## src/verilog/bpa_pkg.sv

```systemverilog
// Purpose: Shared constants and types for the backplane bus priority arbiter.
// Assumes: One 50 MHz clock, synchronous active-low reset.
// Notes: Level 3 is the top level; level 0 is the lowest.
package bpa_pkg;

  localparam int unsigned BPA_LEVELS = 4;
  localparam int unsigned BPA_LVL_W = 2;
  localparam logic [1:0] BPA_TOP_LEVEL = 2'h3;
  localparam int unsigned BPA_SYNC_STAGES = 3;
  localparam logic [3:0] BPA_GRANT_NONE = 4'h0;

  typedef enum logic [2:0] {
    BPA_IDLE  = 3'h1,
    BPA_GRANT = 3'h2,
    BPA_BUSY  = 3'h4
  } bpa_state_t;

endpackage : bpa_pkg

```

## src/verilog/bpa_arbiter.sv

```systemverilog
// Purpose: System-controller arbiter for a backplane bus with four request levels.
// Assumes: Requests and bus-busy arrive from the backplane and are asynchronous.
// Notes: Grants leave on one daisy chain per level; boards gate them onward.
`timescale 1ns/1ps
`default_nettype none

module bpa_arbiter
  import bpa_pkg::*;
(
  // Clock and reset
  input wire logic ref_clk_i,
  input wire logic rst_n_i,
  // Mode
  input wire logic single_level_i,
  // Backplane arbitration pins
  input wire logic [3:0] bus_req_i,
  input wire logic bus_busy_i,
  output logic [3:0] bus_grant_o,
  output logic bus_clear_o,
  // Status
  output logic [1:0] owner_level_o
);

  // Three stages; a change counts once the second and third stage agree.
  // The agreement check costs a cycle of latency, but a single noisy sample
  // on a backplane line can never reach the grant logic.
  logic [3:0] req_s1_reg, req_s2_reg, req_s3_reg, req_reg;
  logic busy_s1_reg, busy_s2_reg, busy_s3_reg, busy_reg;

  always_ff @(posedge ref_clk_i) begin
    if (!rst_n_i) begin
      req_s1_reg <= 4'h0;
      req_s2_reg <= 4'h0;
      req_s3_reg <= 4'h0;
      busy_s1_reg <= 1'b0;
      busy_s2_reg <= 1'b0;
      busy_s3_reg <= 1'b0;
    end else begin
      req_s1_reg <= bus_req_i;
      req_s2_reg <= req_s1_reg;
      req_s3_reg <= req_s2_reg;
      busy_s1_reg <= bus_busy_i;
      busy_s2_reg <= busy_s1_reg;
      busy_s3_reg <= busy_s2_reg;
    end
  end

  genvar g;
  generate
    for (g = 0; g < BPA_LEVELS; g++) begin : g_filt
      always_ff @(posedge ref_clk_i) begin
        if (!rst_n_i) begin
          req_reg[g] <= 1'b0;
        end else if (req_s2_reg[g] == req_s3_reg[g]) begin
          req_reg[g] <= req_s3_reg[g];
        end
      end
    end
  endgenerate

  always_ff @(posedge ref_clk_i) begin
    if (!rst_n_i) begin
      busy_reg <= 1'b0;
    end else if (busy_s2_reg == busy_s3_reg) begin
      busy_reg <= busy_s3_reg;
    end
  end

  // In single-level mode every board is strapped to the top level, so any
  // request is folded onto that level and position alone decides.
  wire logic any_req = |req_reg;
  wire logic [3:0] eff_req = single_level_i ? {any_req, 3'h0} : req_reg;

  // Pick the highest pending level; slots never enter this decision.
  wire logic [1:0] win_level = eff_req[3] ? 2'h3 :
                               eff_req[2] ? 2'h2 :
                               eff_req[1] ? 2'h1 : 2'h0;

  bpa_state_t state_reg, state_next;
  logic [1:0] owner_reg, owner_next;
  logic [3:0] grant_reg, grant_next;
  logic clear_reg, clear_next;

  always_comb begin
    state_next = state_reg;
    owner_next = owner_reg;
    grant_next = grant_reg;
    unique case (state_reg)
      BPA_IDLE: begin
        // Wait for the bus to be free before granting again.
        if (any_req && !busy_reg) begin
          owner_next = win_level;
          grant_next = 4'h1 << win_level;
          state_next = BPA_GRANT;
        end else if (busy_reg) begin
          // A board can drop its request a cycle before its busy is seen, so
          // the grant is withdrawn early; the bus is still owned, and bus
          // clear must still be able to reach that owner.
          state_next = BPA_BUSY;
        end
      end
      BPA_GRANT: begin
        // Hold the grant until the winner takes the bus, or the request vanishes.
        if (busy_reg || !eff_req[owner_reg]) begin
          grant_next = BPA_GRANT_NONE;
          state_next = busy_reg ? BPA_BUSY : BPA_IDLE;
        end
      end
      BPA_BUSY: begin
        // The owner may run a whole block tenure; only its release ends it.
        if (!busy_reg) begin
          state_next = BPA_IDLE;
        end
      end
      default: begin
        state_next = BPA_IDLE;
        grant_next = BPA_GRANT_NONE;
      end
    endcase
  end

  // Higher-level waiters ask the owner to let go after its current cycle.
  wire logic higher_wait = (eff_req >> owner_reg) > 4'h1;
  assign clear_next = (state_reg == BPA_BUSY) && busy_reg && higher_wait;

  always_ff @(posedge ref_clk_i) begin
    if (!rst_n_i) begin
      state_reg <= BPA_IDLE;
      owner_reg <= BPA_TOP_LEVEL;
      grant_reg <= BPA_GRANT_NONE;
      clear_reg <= 1'b0;
    end else begin
      state_reg <= state_next;
      owner_reg <= owner_next;
      grant_reg <= grant_next;
      clear_reg <= clear_next;
    end
  end

  assign bus_grant_o = grant_reg;
  assign bus_clear_o = clear_reg;
  assign owner_level_o = owner_reg;
endmodule // bpa_arbiter

`default_nettype wire

```

## config.mk

```make
export PLATFORM = sky130hd
export DESIGN_NAME = bpa_arbiter
export DESIGN_NICKNAME = d
export VERILOG_FILES = /design/src/verilog/bpa_pkg.sv /design/src/verilog/bpa_arbiter.sv
export SDC_FILE = /design/constraint.sdc
export NUM_CORES = 1
export LEC_CHECK = 0
export BUFFER_PORTS_ARGS = -buffer_cell sky130_fd_sc_hd__buf_2
export CAP_MARGIN = 20
export CORE_ASPECT_RATIO = 0.7
export CORE_MARGIN = 2
export CORE_UTILIZATION = 58
export CTS_CLUSTER_SIZE = 28
export DETAILED_ROUTE_END_ITERATION = 10
export PLACE_DENSITY_LB_ADDON = 0.2
export SYNTH_ARGS = -nofsm -noshare
export SYNTH_HDL_FRONTEND = slang
export SYNTH_SLANG_ARGS = --single-unit
```

## constraint.sdc

```tcl
create_clock -name ref_clk_i -period 2.5 [get_ports ref_clk_i]
set_input_delay 0.25 -clock ref_clk_i [delete_from_list [all_inputs] [get_ports ref_clk_i]]
set_output_delay 0.25 -clock ref_clk_i [all_outputs]
set_load 0.05 [all_outputs]
```

==> flow_summary.ini <==
[die]
fp.dieH_microns = 41.3
die_w_microns = 57.2
core_area_sq_um = 1870
row_count = 13
pin_count = 15
start_util_pct = 61.5
die_area_sq_um = 2360

[finish]
final_core_util_pct = 70.4
diodes = 0
synthToLayoutAreaGrowth_pct = 14.5
final_area_sq_um = 1320
stdcell_count = 165
drive_gt1_share_pct = 17.5
fin_nets = 151

[sta]
setup-violations-final = 0
fin_tns_setup_ns = 0
finalCritPeriodShare_pct = 65.6
fmax_mhz = 610
slew_viol_final = 0
slew_headroom_pct = 62.2
period_needed_ns = 1.64
rsz0062_at_grt = false
worstMarginPinSlew_ns = 0.562
finClkSkew_ns = 0.00496
final_hold_viol_count = 0

[clock_network]
cts_sinks = 30
htree_levels = 2
clockRootBuffer = clkbuf_4
clockBufferDepth = 2
numCtsBuffers = 5
cts_setup_buffers = 0
path_clk_slew_ns = 0.09
ctsResizeCount = 0
hold_buffers = 0
insertion_delay_ns = 0.32
cts_tree = built

[run_status]
status = finished, final reports clean

[routing]
routedWlPerCell_microns = 12.4
ant_nets = 0
routed_wl_mm = 2.05
drc = 0
vias_per_cell = 5.44
first_pass_iters = 4
dr.first_iter.drc_count = 51
route.vias.total = 898

[synth]
synth_nets = 134
yosysWarnings = 0
synth-seq-cells = 30
synth_edf_count = 0
synth_top_cell_by_area = dfxtp_1
netlist_area_sq_um = 1150
async_flop_share_pct = 0
synth_cell_type_count = 30
synth_flop_cell = dfxtp_1
syn_inst = 126
synth.top_cells.by_area = dfxtp_1, and2_1, nand2_1
synth_top_area_share_pct = 52.2
synth_seq_area_share_pct = 52.2
synth_area_per_cell_sq_um = 9.14

[place]
portBuffers = 14
gp_congestion = 0.875
dp_cells = 158
placed_area_sq_um = 1240
hpwl_mm = 1.36

[worst_setup_path]
cp-end-kind = flop
start_kind = flop
reg2reg_depth = 5
critPathRequiredTime_ns = 2.74
crit_type = flop to flop
critical_path_arrival_ns = 1.88
path_max_fanout = 10

[power_and_ir_drop]
switching_share_pct = 19.7
cellPowerDensity_nw_per_um2 = 697
peakVddDrop_v = 0.000523
pwr-share-seq_pct = 53.9
p_int_mw = 0.738
leakagePower_nw = 0.553
p_clk_share_pct = 42.0
power_frac_comb_pct = 4.1
switching_power_mw = 0.180

[global_route]
gr-total-overflow = 0
grt_pass1_wl_mm = 3.32
grtUsageTotal_pct = 20.1
grt_pass1_vias = 779
grt_max_degree = 26
grt_antenna_before_repair = 0

[worst_hold_path]
hold-path-cell-count = 2
hp-class = primary input to flop

[run]
maxCapViolCount = 0
[cells in the final DEF, fill, tap and decap left out, types with 2 or more instances in the layout]
cell,Yosys,routed
dfxtp_1,30,30
and2_1,15,15
nand2_1,15,15
buf_2,1,14
o21ai_0,11,11
a21oi_1,10,10
mux2i_1,5,5
clkbuf_4,0,5
nand3_1,4,4
nor2_1,4,4
inv_1,3,3
nor2b_1,3,3
or3_1,2,2
nor3_1,2,2
nand4_1,2,2
[layout make-up]
type	count	area (sq um)
fillers	152	553
inverters	3	11.3
repair buffers	15	77.6
multi-input cells	88	519
well taps	22	27.5
flip-flops and latches	30	601
clock buffers	6	51.3
clock inverters	1	30.0
[synth_stat cells, types with 2 or more instances]
cell type and number:
nor2b_1 3, nor2_1 4, nand3_1 4, and2_1 15
inv_1 3, clkbuf_1 4, dfxtp_1 30, or3_1 2
nand2_1 15, o21ai_0 11, nor3_1 2, mux2i_1 5
a21oi_1 10, nand4_1 2
[power groups by stage]
stage	Clock, mW	Sequential [mW]	Combinational [mW]
5_1_grt	0.417	0.496	0.0425
3_3_place_gp	0	0.505	0.0373
2_1_floorplan	0	0.508	0.0214
4_1_cts	0.391	0.495	0.0382
3_5_place_dp	0	0.506	0.0379
6_report	0.385	0.495	0.0381
[critical path: stages (launching register included)]
cell and delay, ns:
dfxtp_1 0.49, or3b_1 0.38, a21boi_0 0.17, o21ai_1 0.12, nand3_2 0.17, mux2i_1 0.23
[metal layers]
metal  part of all wire, %  vias up  track usage (%)
li1                      -      470                -
met1                    50      404             23.3
met2                    43       20             33.6
met3                   5.7        4             7.89
met4                   1.0        0             10.5
met5                     0        -                0
[cell families (layout without fill, tap and decap cells)]
group,after synthesis,after routing,share of synthesized area [%]
AO/OA/AOI/OAI,24,24,11.0
XOR/XNOR,1,1,0.761
buffers and inverters,8,25,2.72
flip-flops,30,30,52.2
multiplexers,5,5,4.35
AND/OR/NAND/NOR,58,58,29.0
[path summary, 6_finish.rpt]
path | startpoint | endpoint | slack (ns)
setup reg to reg | req_reg[2] | bus_grant_o[1] | 0.86
hold reg to reg | req_s1_reg[0] | req_s2_reg[0] | 0.44
setup / recovery | req_reg[2] | bus_grant_o[1] | 0.86
hold / removal | bus_req_i[0] | req_s1_reg[0] | 0.13
[stage by stage]
step                worst slack (ns)  hold WS [ns]  power [mW]
floorplan                      0.828         0.377       0.530
global placement                1.00         0.416       0.543
detailed placement             0.927         0.414       0.544
CTS                            0.861         0.128       0.923
global route                   0.714         0.113       0.956
finish                         0.861         0.130       0.918
Note: power is estimated with default switching activity, not from simulation.
